**src/common/hbp_defines.vh**
```
// Constants for the host bus port: decode, control bits, reset values
`ifndef HBP_DEFINES_VH
`define HBP_DEFINES_VH
`define HBP_ADDR_W        3
`define HBP_DATA_W        8
`define HBP_NUM_REGS      8
`define HBP_REG_RESET     8'h00
`define HBP_CTRL_ADDR     3'h4
`define HBP_IRQ_OE_BIT    3
`define HBP_IR_SEL_BIT    6
`define HBP_STAT_ADDR     3'h5
`endif

```
**src/verilog/hbp_sync2.v**
```verilog
// Two-flop synchroniser for a group of pin inputs
`timescale 1ns/1ns
module hbp_sync2
#(
   parameter W = 1
)
(
   clock,
   nrst,
   d,
   q
);
   input  wire         clock;
   input  wire         nrst;
   input  wire [W-1:0] d;
   output reg  [W-1:0] q;

   reg [W-1:0] meta_reg;

   // Pins idle high; reset value matches so no false edges after reset
   always @(posedge clock)
   begin
      if (!nrst)
      begin
         meta_reg <= {W{1'b1}};
         q        <= {W{1'b1}};
      end
      else
      begin
         meta_reg <= d;
         q        <= meta_reg;
      end
   end
endmodule

```
**src/verilog/hbp_host_port.v**
```verilog
// Host parallel bus port: strobe or direction-line style, interrupt pin, TX idle level
// Overview of operation
// - Strobe mode: read low starts register read
// - Strobe mode: write falling edge begins write
// - Strobe mode: write rising edge latches data bus
// - Direction-line mode: write pin is direction
// - Reads and strobe writes while chip select low; direction-line write on its release
// - Strobe mode: interrupt active high
// - Strobe mode: interrupt enable drives or floats
// - Direction-line mode: interrupt open-drain active low
// - Normal serial: transmit idles high
// - Infrared: transmit idles low, encoder routed
// - Three address lines pick eight registers
// - Eight-bit bidirectional data bus
`timescale 1ns/1ns
`include "hbp_defines.vh"
module hbp_host_port
(
   clock,
   nrst,
   bus_style,
   chip_select_n,
   read_strobe_n,
   write_strobe_n,
   reg_addr,
   data_in,
   data_out,
   data_oe_n,
   irq_req,
   irq_out,
   irq_oe_n,
   tx_busy,
   tx_serial,
   tx_ir,
   tx_out
);
   input  wire                   clock;
   input  wire                   nrst;
   input  wire                   bus_style;
   input  wire                   chip_select_n;
   input  wire                   read_strobe_n;
   input  wire                   write_strobe_n;
   input  wire [`HBP_ADDR_W-1:0] reg_addr;
   input  wire [`HBP_DATA_W-1:0] data_in;
   output reg  [`HBP_DATA_W-1:0] data_out;
   output reg                    data_oe_n;
   input  wire                   irq_req;
   output reg                    irq_out;
   output reg                    irq_oe_n;
   input  wire                   tx_busy;
   input  wire                   tx_serial;
   input  wire                   tx_ir;
   output reg                    tx_out;

   // ==========================================
   // Pin synchronisers
   // ==========================================
   wire [14:0] pins_s;
   hbp_sync2 #(.W(15)) u_sync
   (
      .clock (clock),
      .nrst  (nrst),
      .d     ({bus_style, chip_select_n, read_strobe_n, write_strobe_n, reg_addr, data_in}),
      .q     (pins_s)
   );
   wire                   style_s = pins_s[14];
   wire                   cs_n_s  = pins_s[13];
   wire                   rd_n_s  = pins_s[12];
   wire                   wr_n_s  = pins_s[11];
   wire [`HBP_ADDR_W-1:0] addr_s  = pins_s[10:8];
   wire [`HBP_DATA_W-1:0] din_s   = pins_s[7:0];

   reg rd_n_d_reg;
   reg wr_n_d_reg;
   reg cs_n_d_reg;
   always @(posedge clock)
   begin
      if (!nrst)
      begin
         rd_n_d_reg <= 1'b1;
         wr_n_d_reg <= 1'b1;
         cs_n_d_reg <= 1'b1;
      end
      else
      begin
         rd_n_d_reg <= rd_n_s;
         wr_n_d_reg <= wr_n_s;
         cs_n_d_reg <= cs_n_s;
      end
   end

   // ==========================================
   // Access decode
   // ==========================================
   wire strobe_mode = style_s;
   wire sel = ~cs_n_s;
   wire rd_strobe = strobe_mode & sel & ~rd_n_s;
   wire wr_fall = strobe_mode & sel & wr_n_d_reg & ~wr_n_s;
   wire wr_rise = strobe_mode & sel & ~wr_n_d_reg & wr_n_s;
   wire dl_read = ~strobe_mode & sel & wr_n_s;
   wire dl_write = ~strobe_mode & cs_n_s & ~cs_n_d_reg & ~wr_n_d_reg;
   // Read line ignored in direction-line mode, host ties it high

   reg wr_armed_reg;
   always @(posedge clock)
   begin
      if (!nrst)
         wr_armed_reg <= 1'b0;
      else if (wr_fall)
         wr_armed_reg <= 1'b1;
      else if (wr_rise | ~strobe_mode)
         wr_armed_reg <= 1'b0;
   end

   // ==========================================
   // Register storage
   // ==========================================
   reg [`HBP_DATA_W-1:0] regs [0:`HBP_NUM_REGS-1];
   reg [`HBP_ADDR_W-1:0] dl_addr_reg;
   reg [`HBP_DATA_W-1:0] dl_data_reg;
   wire [`HBP_DATA_W-1:0] ctrl = regs[`HBP_CTRL_ADDR];
   integer i;

   // Direction-line data sampled while selected; last value wins at release
   always @(posedge clock)
   begin
      if (!nrst)
      begin
         dl_addr_reg <= {`HBP_ADDR_W{1'b0}};
         dl_data_reg <= `HBP_REG_RESET;
      end
      else if (sel & ~strobe_mode)
      begin
         dl_addr_reg <= addr_s;
         dl_data_reg <= din_s;
      end
   end

   always @(posedge clock)
   begin
      if (!nrst)
      begin
         for (i = 0; i < `HBP_NUM_REGS; i = i + 1)
            regs[i] <= `HBP_REG_RESET;
      end
      else
      begin
         if (wr_rise & wr_armed_reg)
            regs[addr_s] <= din_s;
         else if (dl_write)
            regs[dl_addr_reg] <= dl_data_reg;
      end
   end

   // Status location shows live block state, not stored data
   wire [`HBP_DATA_W-1:0] status = {5'h00, tx_busy, irq_req, strobe_mode};
   wire [`HBP_DATA_W-1:0] rd_val = (addr_s == `HBP_STAT_ADDR) ? status : regs[addr_s];

   // ==========================================
   // Data bus drive
   // ==========================================
   // Drive only on reads
   always @(posedge clock)
   begin
      if (!nrst)
      begin
         data_out  <= `HBP_REG_RESET;
         data_oe_n <= 1'b1;
      end
      else if (rd_strobe | dl_read)
      begin
         data_out  <= rd_val;
         data_oe_n <= 1'b0;
      end
      else
      begin
         data_out  <= data_out;
         data_oe_n <= 1'b1;
      end
   end

   // ==========================================
   // Interrupt pin
   // ==========================================
   always @(posedge clock)
   begin
      if (!nrst)
      begin
         irq_out  <= 1'b0;
         irq_oe_n <= 1'b1;
      end
      else if (strobe_mode)
      begin
         irq_out  <= irq_req;
         irq_oe_n <= ~ctrl[`HBP_IRQ_OE_BIT];
      end
      else
      begin
         irq_out  <= 1'b0;
         irq_oe_n <= ~irq_req;
      end
   end

   // ==========================================
   // Transmit pin
   // ==========================================
   always @(posedge clock)
   begin
      if (!nrst)
         tx_out <= 1'b1;
      else if (ctrl[`HBP_IR_SEL_BIT])
         tx_out <= tx_busy & tx_ir;
      else
         tx_out <= ~tx_busy | tx_serial;
   end
endmodule

```
**config.mk**
```make
export PLATFORM = sky130hd
export DESIGN_NAME = hbp_host_port
export DESIGN_NICKNAME = d
export VERILOG_FILES = /design/src/verilog/hbp_sync2.v /design/src/verilog/hbp_host_port.v
export VERILOG_INCLUDE_DIRS = /design/src /design/src/common
export SDC_FILE = /design/constraint.sdc
export NUM_CORES = 1
export LEC_CHECK = 0
export ABC_CLOCK_PERIOD_IN_PS = 3560
export CAP_MARGIN = 20
export CORE_MARGIN = 2
export CORE_UTILIZATION = 45
export DETAILED_ROUTE_END_ITERATION = 10
export DONT_BUFFER_PORTS = 1
export GPL_TIMING_DRIVEN = 0
export PLACE_DENSITY = 0.56
export SKIP_LAST_GASP = 1
export SLEW_MARGIN = 20
export SYNTH_ARGS = -nofsm -noshare
export SYNTH_HDL_FRONTEND = slang
export SYNTH_SLANG_ARGS = --single-unit
```
**constraint.sdc**
```tcl
create_clock -name clock -period 3.56 [get_ports clock]
set_input_delay 0.712 -clock clock [delete_from_list [all_inputs] [get_ports clock]]
set_output_delay 0.712 -clock clock [all_outputs]
set_load 0.02 [all_outputs]
```
# Word level (Yosys, flattened, before mapping)
# Memory sizes are Yosys's and may differ from the RTL's. A register that Yosys moved wholly into a read port is not among the register bits.
# Cells that the tools add are included.
[totals]
register_bits = 56
mem_bits_rw = 64
input_bits = 21
word_cells = 64
n_memories = 1
[memory_table]
columns = ["name", "words", "width", "rd", "rd_clocked_by_memory_dff", "write_ports", "line", "source"]
rows = [
  ["regs", 8, 8, 2, 1, 8, "hbp_host_port.v:118", "reg [`HBP_DATA_W-1:0] regs [0:`HBP_NUM_REGS-1];"],
]
[op_classes]
n_eq_ne = 1
muxes = 21
n_bitwise = 25
n_reduce_logical = 4
[ops]
columns = ["operator", "count"]
rows = [
  ["$mux W8", 3],
  ["$reduce_or A8 Y1", 2],
  ["$mux W1", 15],
  ["$and A1 B1 Y1", 13],
  ["$mux W3", 3],
  ["$not A1 Y1", 9],
  ["$eq A3 B3 Y1 const B", 1],
  ["$or A1 B1 Y1", 3],
  ["$reduce_and A2 Y1", 1],
  ["$reduce_bool A2 Y1", 1],
]

# Depth between registers and ports, before layout
# Gate-level depths: netlist of run 1.
[logic_depth]
word_depth = 11
depth_mapped = 6
depth_no_buf = 4

# Cells and area by module
# Synthesis of run 1 repeated with hierarchy kept, for this count alone.
[unflattened]
hier_cells = 396
area_unflattened_um2 = 4909.7
[by_module_without_submodules]
columns = ["mod", "n_inst", "cells_per_inst", "area_each_um2"]
rows = [
  ["hbp_host_port", 1, 333, 4098.9],
  ["hbp_sync2", 1, 63, 810.8],
]

# Worst setup path after synthesis of run 1
# Ideal clock, no wire load.
[synth_timing]
path_type = "input port to flip-flop"
from = "in nrst"
to = "mem regs[0][0] (netlist bit) (enable)"
arrival_time_ns = 1.636
required_ns = 3.255
setup_slack_ns = 1.618
path_stages = 4
path_buffers = 3
path_cell_list = "clkbuf_1 > buf_1 > buf_2 > nand2_1"
[synth_rtl]
columns = ["item", "line", "source"]
rows = [
  ["start, declared", "hbp_host_port.v:38", "input wire nrst;"],
  ["end, declared", "hbp_host_port.v:118", ""],
]

==> impl_metrics.json, run 1 <==
{
  "fmax_ghz": 0.435,
  "antenna_left": 0,
  "root_buffer": "clkbuf_8",
  "clockBufferDepth": 2,
  "syn2layout_area_growth_pct": 16.5,
  "hpwl_mm": 6.34,
  "worst-path-stages": 5,
  "ioPinCount": 33,
  "skew_ns": 0.00933,
  "syn-num-nets": 381,
  "drc_errors": 0,
  "crit_type": "reg -> reg",
  "start_util": 0.466,
  "tightest_slew_ns": 0.740,
  "maxCapViolCount": 0,
  "clock-sinks": 116,
  "grt.overflow.total": 0,
  "status": "completed",
  "cp-end-kind": "flop",
  "synth_area_leaders": "edfxtp_1 (39%), dfxtp_1 (24%), mux4_2 (6.4%)",
  "firstDrtPassIters": 4,
  "cts_resized": 0,
  "largest_reg_flops": 60,
  "fp.coreArea_mm2": 0.00986,
  "antenna_found_initial": 0,
  "startpoint": "u_sync.q[8]",
  "required_ns": 3.70,
  "cp_max_fo": 10,
  "avgRoutedWirePerCell_um": 17.6,
  "reg2reg_to": "regs[2][7]",
  "syn_area_mm2": 0.00460,
  "placed_area_mm2": 0.00477,
  "h-tree-depth": 4,
  "rrSetupSlack_ns": 1.26,
  "viasPerCell": 5.13,
  "fin_setup_tns_ns": 0,
  "cp.arrival_ns": 2.44,
  "synth-main-ff-cell": "edfxtp_1",
  "grt_util_met3": 0.0468,
  "fin_crit_ns": 2.30,
  "met1_usage": 0.239,
  "cellLeakagePower_nw": 2.05,
  "final_core_util": 0.543,
  "holdCritPathClass": "in -> reg",
  "p_per_area_mw_per_mm2": 606,
  "hold_viol": 0,
  "routabilityCongestion": 0.763,
  "slew_violations": 0,
  "cts_setup_buffers": 0,
  "busiest_layer": "met2",
  "ff2ff_path_depth": 5,
  "peakVddDrop_mv": 0.264,
  "rows": 36,
  "path_delay_family": "buffers and inverters",
  "clkLatencyLatePin_ns": 0.50,
  "syn_avg_cell_area_um2": 12.8,
  "synth_cells": 360,
  "cp_cell_sequence": "buf_4 -> buf_2 -> inv_2 -> a32oi_2 -> nand2_1",
  "clkTransAtPathRegs_ns": 0.06,
  "r2r-start": "u_sync.q[8]",
  "postSynth.asyncResetShare": 0,
  "dieArea_mm2": 0.0110,
  "cts_tree": "built",
  "relSlewSlack": 0.493,
  "yosysTopAreaCellShare": 0.392,
  "fin_nets": 400,
  "grt_pass1_wl_mm": 14.8,
  "final_cell_mix": "nor2_1 (65), edfxtp_1 (60), dfxtp_1 (56)",
  "ys_ff_latch": 116,
  "cp_slowest_cell": "a32oi_2",
  "io_buffers": 0,
  "crit_end": "regs[2][7]",
  "grt.met2_usage": 0.288,
  "grt_max_degree": 17,
  "ys_warn_count": 0,
  "start_kind": "flop",
  "drt-initial-drc-count": 151,
  "fp.dieH_um": 105,
  "pre_cts_ws_ns": 0.828,
  "numCtsBuffers": 17,
  "setup_ws_ns": 1.26,
  "fill_cells": 816,
  "fin_area_mm2": 0.00536,
  "fin_crit_sh": 0.646,
  "cp.buffers_inverters": 3,
  "rsz0062_at_grt": "no",
  "grt_pass1_vias": 2709,
  "grt.total_usage": 0.181,
  "drt-total-wl_mm": 9.23,
  "fp.dieW_um": 105,
  "drive_above_1_share": 0.176,
  "synth_edf_count": 60,
  "insertedDiodeCount": 0,
  "final_common_cell": "nor2_1",
  "yosysSeqAreaShare": 0.635,
  "postCtsHoldBufs": 0,
  "ys_types": 38,
  "setup_violations": 0,
  "yosysTopAreaCell": "edfxtp_1",
  "cp_slowest_stage_delay_ns": 0.52,
  "via_count": 2695,
  "p_total_mw": 3.25
}
-- worst reg2reg max path, cell delays in order, from the launching register on --
cell     delay [ns]
dfxtp_1        0.30
buf_4          0.20
buf_2          0.31
inv_2          0.18
a32oi_2        0.53
nand2_1        0.42
-- report_power, final --
group / leakage, nW / internal (mW) / switching, mW / total, mW
registers: 1.08 / 1.45 / 0.0178 / 1.46
clock network: 0.284 / 1.08 / 0.583 / 1.66
logic: 0.691 / 0.0463 / 0.0737 / 0.120
total: 2.05 / 2.57 / 0.674 / 3.25
-- kinds of logic after synthesis --
logic type | Yosys count | share of synthesized area
compound gates | 40 | 0.0791
buf+inv | 22 | 0.0239
flops | 116 | 0.635
mux | 31 | 0.103
simple gates | 151 | 0.159
-- through the flow --
step / instances / hold WS, ns
detailed placement: 493 / 0.393
finish: 525 / 0.310
global placement: 493 / 0.390
global route: 525 / 0.289
CTS: 525 / 0.295
floorplan: 360 / 0.386
-- final cells by class --
| type | count | area (µm²) | share of cell area |
|---|---|---|---|
| plain buffers | 18 | 95.1 | 0.0177 |
| clock buffers | 19 | 432 | 0.0806 |
| clock inverters | 13 | 159 | 0.0297 |
| inverters | 4 | 15.0 | 0.00280 |
| multi-input cells | 222 | 1570 | 0.293 |
| flip-flops and latches | 116 | 2920 | 0.546 |
| well taps | 133 | 166 | 0.0311 |
-- worst min path at each step --
stage | endpoint | from | depth (start not counted) | slack, ns
after floorplan | u_sync.q[0] | u_sync.meta_reg[0] | 1 | 0.39
after global placement | u_sync.q[3] | u_sync.meta_reg[3] | 1 | 0.39
after detailed placement | u_sync.q[13] | u_sync.meta_reg[13] | 1 | 0.39
after CTS | u_sync.meta_reg[10] | reg_addr[2] | 1 | 0.29
after global routing | u_sync.meta_reg[13] | chip_select_n | 1 | 0.29
final | u_sync.meta_reg[10] | reg_addr[2] | 1 | 0.31
-- layer usage --
| layer | vias to the layer above | routed length, µm |
|---|---|---|
| met5 | - | 0 |
| met4 | 0 | 146 |
| met3 | 12 | 407 |
| met2 | 75 | 4420 |
| met1 | 1289 | 4260 |
| li1 | 1319 | - |
-- synthesized netlist by cell type (2+ instances only) --
cell and instances:
inv_1 3, edfxtp_1 60, a2111oi_0 2, nor2b_1 5, and3_1 2, nand2_1 37
mux2i_1 17, a22oi_2 3, a21boi_0 11, a21o_1 3, nand2b_1 31, buf_2 7
a21oi_1 2, nor2_1 65, dfxtp_1 56, clkbuf_1 6, a211oi_1 2, a32oi_2 5
buf_4 3, o2bb2ai_1 7, mux4_2 13, and2_1 4
(Power assumes the default switching activity.)
==> run 2, diff against run 1 <==
--- a/config.mk
+++ b/config.mk
@@ -6,14 +6,15 @@
 export SDC_FILE = /design/constraint.sdc
 export NUM_CORES = 1
 export LEC_CHECK = 0
-export ABC_CLOCK_PERIOD_IN_PS = 3560
+export ABC_AREA = 1
+export ABC_CLOCK_PERIOD_IN_PS = 2100
 export CAP_MARGIN = 20
 export CORE_MARGIN = 2
 export CORE_UTILIZATION = 45
 export DETAILED_ROUTE_END_ITERATION = 10
 export DONT_BUFFER_PORTS = 1
 export GPL_TIMING_DRIVEN = 0
-export PLACE_DENSITY = 0.56
+export PLACE_DENSITY = 0.58
 export SKIP_LAST_GASP = 1
 export SLEW_MARGIN = 20
 export SYNTH_ARGS = -nofsm -noshare
==> constraint.sdc (replaced) <==
create_clock -name clock -period 2.1 [get_ports clock]
set_input_delay 0.42 -clock clock [delete_from_list [all_inputs] [get_ports clock]]
set_output_delay 0.42 -clock clock [all_outputs]
set_load 0.02 [all_outputs]
==> impl_metrics.json, run 2 <==
{
  "status": "completed",
  "power.share.clock": 0.484,
  "grt.total_usage": 0.206,
  "ff2ff_path_depth": 9,
  "syn2layout_area_growth_pct": 18.1,
  "clock-sinks": 116,
  "antenna_found_initial": 0,
  "pwr-share-comb": 0.050,
  "grt.overflow.total": 0,
  "clkTransAtPathRegs_ns": 0.05,
  "fin_nets": 545,
  "drt-met1-wl_mm": 4.95,
  "grt_max_degree": 17,
  "ys_ff_latch": 116,
  "fin_setup_tns_ns": 0,
  "yosysTopAreaCell": "edfxtp_1",
  "fp.dieW_um": 108,
  "h-tree-depth": 4,
  "yosysTopAreaCellShare": 0.372,
  "wl_met3_um": 591,
  "fin_crit_sh": 0.927,
  "cts_setup_buffers": 0,
  "clkLatencyLatePin_ns": 0.53,
  "largest_reg_flops": 60,
  "cp-end-kind": "flop",
  "drive_above_1_share": 0.185,
  "relSlewSlack": 0.494,
  "p_total_mw": 5.34,
  "placed_area_mm2": 0.00502,
  "ys_types": 24,
  "ioPinCount": 33,
  "cellLeakagePower_nw": 2.54,
  "firstDrtPassIters": 5,
  "final_common_cell": "nor2_1",
  "antenna_left": 0,
  "cp_max_fo": 10,
  "postSynth.asyncResetShare": 0,
  "worst-path-stages": 9,
  "cp.buffers_inverters": 3,
  "synth_cells": 489,
  "grt_pass1_vias": 3282,
  "fin_crit_ns": 1.95,
  "insertedDiodeCount": 0,
  "fp.coreArea_mm2": 0.0104,
  "dieArea_mm2": 0.0116,
  "skew_ns": 0.0127,
  "met2_length_mm": 5.11,
  "synth_common_cells": "nor2_1 (92), nand2_1 (77), edfxtp_1 (60)",
  "hold_depth": 2,
  "rows": 37,
  "syn_avg_cell_area_um2": 9.92,
  "slew_violations": 0,
  "final_cell_mix": "nor2_1 (92), nand2_1 (74), edfxtp_1 (60)",
  "hpwl_mm": 7.44,
  "maxCapViolCount": 0,
  "setup_violations": 0,
  "seqPwrFrac": 0.466,
  "routabilityCongestion": 0.818,
  "cp_cell_sequence": "buf_2 -> nor2_8 -> nand3_4 -> buf_6 -> nand2_1 -> nand2_1 -> clkinv_2 -> nand2_4 -> nand2_1",
  "p_per_area_mw_per_mm2": 932,
  "via_count": 3413,
  "drt-total-wl_mm": 10.9,
  "cp.arrival_ns": 2.13,
  "top_layer": "met4",
  "ys_warn_count": 0,
  "yosysSeqAreaShare": 0.603,
  "fmax_ghz": 0.514,
  "io_buffers": 0,
  "synth_edf_count": 60,
  "synth_area_leaders": "edfxtp_1 (37%), dfxtp_1 (23%), nor2_1 (7.1%)",
  "p_int_mw": 4.21,
  "cp_common_cell": "nand2_1",
  "fin_area_mm2": 0.00573,
  "cp_slowest_stage_delay_ns": 0.29,
  "viasPerCell": 5.08,
  "numCtsBuffers": 17,
  "syn_area_mm2": 0.00485,
  "yosysMostFrequentCell": "nor2_1",
  "p_sw_frac": 0.212,
  "cp_slowest_cell": "dfxtp_1",
  "drc_errors": 0,
  "holdWs_ns": 0.0322,
  "root_buffer": "clkbuf_8",
  "grt_pass1_wl_mm": 17.2,
  "start_util": 0.466,
  "tightest_slew_ns": 0.759,
  "hold_viol": 0,
  "syn-num-nets": 510,
  "path_delay_family": "simple AND/OR/NAND/NOR gates",
  "synth-main-ff-cell": "edfxtp_1",
  "switchingPower_mw": 1.13,
  "fp.dieH_um": 108,
  "cts_tree": "built",
  "drt-initial-drc-count": 345,
  "peakVddDrop_mv": 0.475,
  "start_kind": "flop",
  "holdCritPathClass": "in -> reg",
  "rsz0062_at_grt": "no",
  "crit_type": "reg -> reg",
  "avgRoutedWirePerCell_um": 16.2,
  "required_ns": 2.29,
  "clockBufferDepth": 2
}
-- run 2: timing repair --
action,4_1_cts,5_1_grt
resized for setup,0,3
hold buffers,16,0
hold endpoints to repair,16,0
endpoints found under the setup margin,0,17
-- run 2: worst paths after layout --
kind	startpoint	endpoint	slack (ns)
worst min register to register	u_sync.meta_reg[6]	u_sync.q[6]	0.41
worst max-delay path	u_sync.q[14]	regs[1][4]	0.15
worst max register to register	u_sync.q[14]	regs[1][4]	0.15
worst min-delay path	nrst	dl_data_reg[7]	0.03
-- run 2: metrics by stage --
step	setup slack, ns	utilization	instances
after floorplan	0.349	-	489
after global placement	0.0652	0.482	625
after detailed placement	0.0371	0.482	625
after CTS	0.0633	0.549	672
after global routing	0.00493	0.550	672
final	0.154	0.550	672
-- run 2: final cells by class --
cell class,count,area [µm²]
Fill cell,936,4690
Clock buffer,28,527
Clock inverter,3,15.0
Sequential cell,116,2920
Tap cell,136,170
Multi-Input combinational cell,326,1740
Buffer,21,97.6
Timing Repair Buffer,16,160
Inverter,26,100
-- run 2: power by group through the flow --
stage / sequential, mW / combinational, mW / clock, mW
after floorplan: 2.52 / 0.178 / 0
after global placement: 2.53 / 0.241 / 0
after detailed placement: 2.53 / 0.245 / 0
after CTS: 2.49 / 0.268 / 2.62
after global routing: 2.49 / 0.295 / 2.73
final: 2.49 / 0.267 / 2.59
-- run 2: metal layers --
metal / global-route usage / vias up
met2: 0.319 / 94
met4: 0.0916 / 0
met3: 0.0515 / 19
li1: - / 1687
met1: 0.274 / 1613
met5: 0 / -
-- run 2: kinds of logic after synthesis --
kind of cell | synth area share
and+or+nand+nor | 0.265
buffers and inverters | 0.0408
DFF | 0.603
AOI/OAI and AO/OA | 0.0911
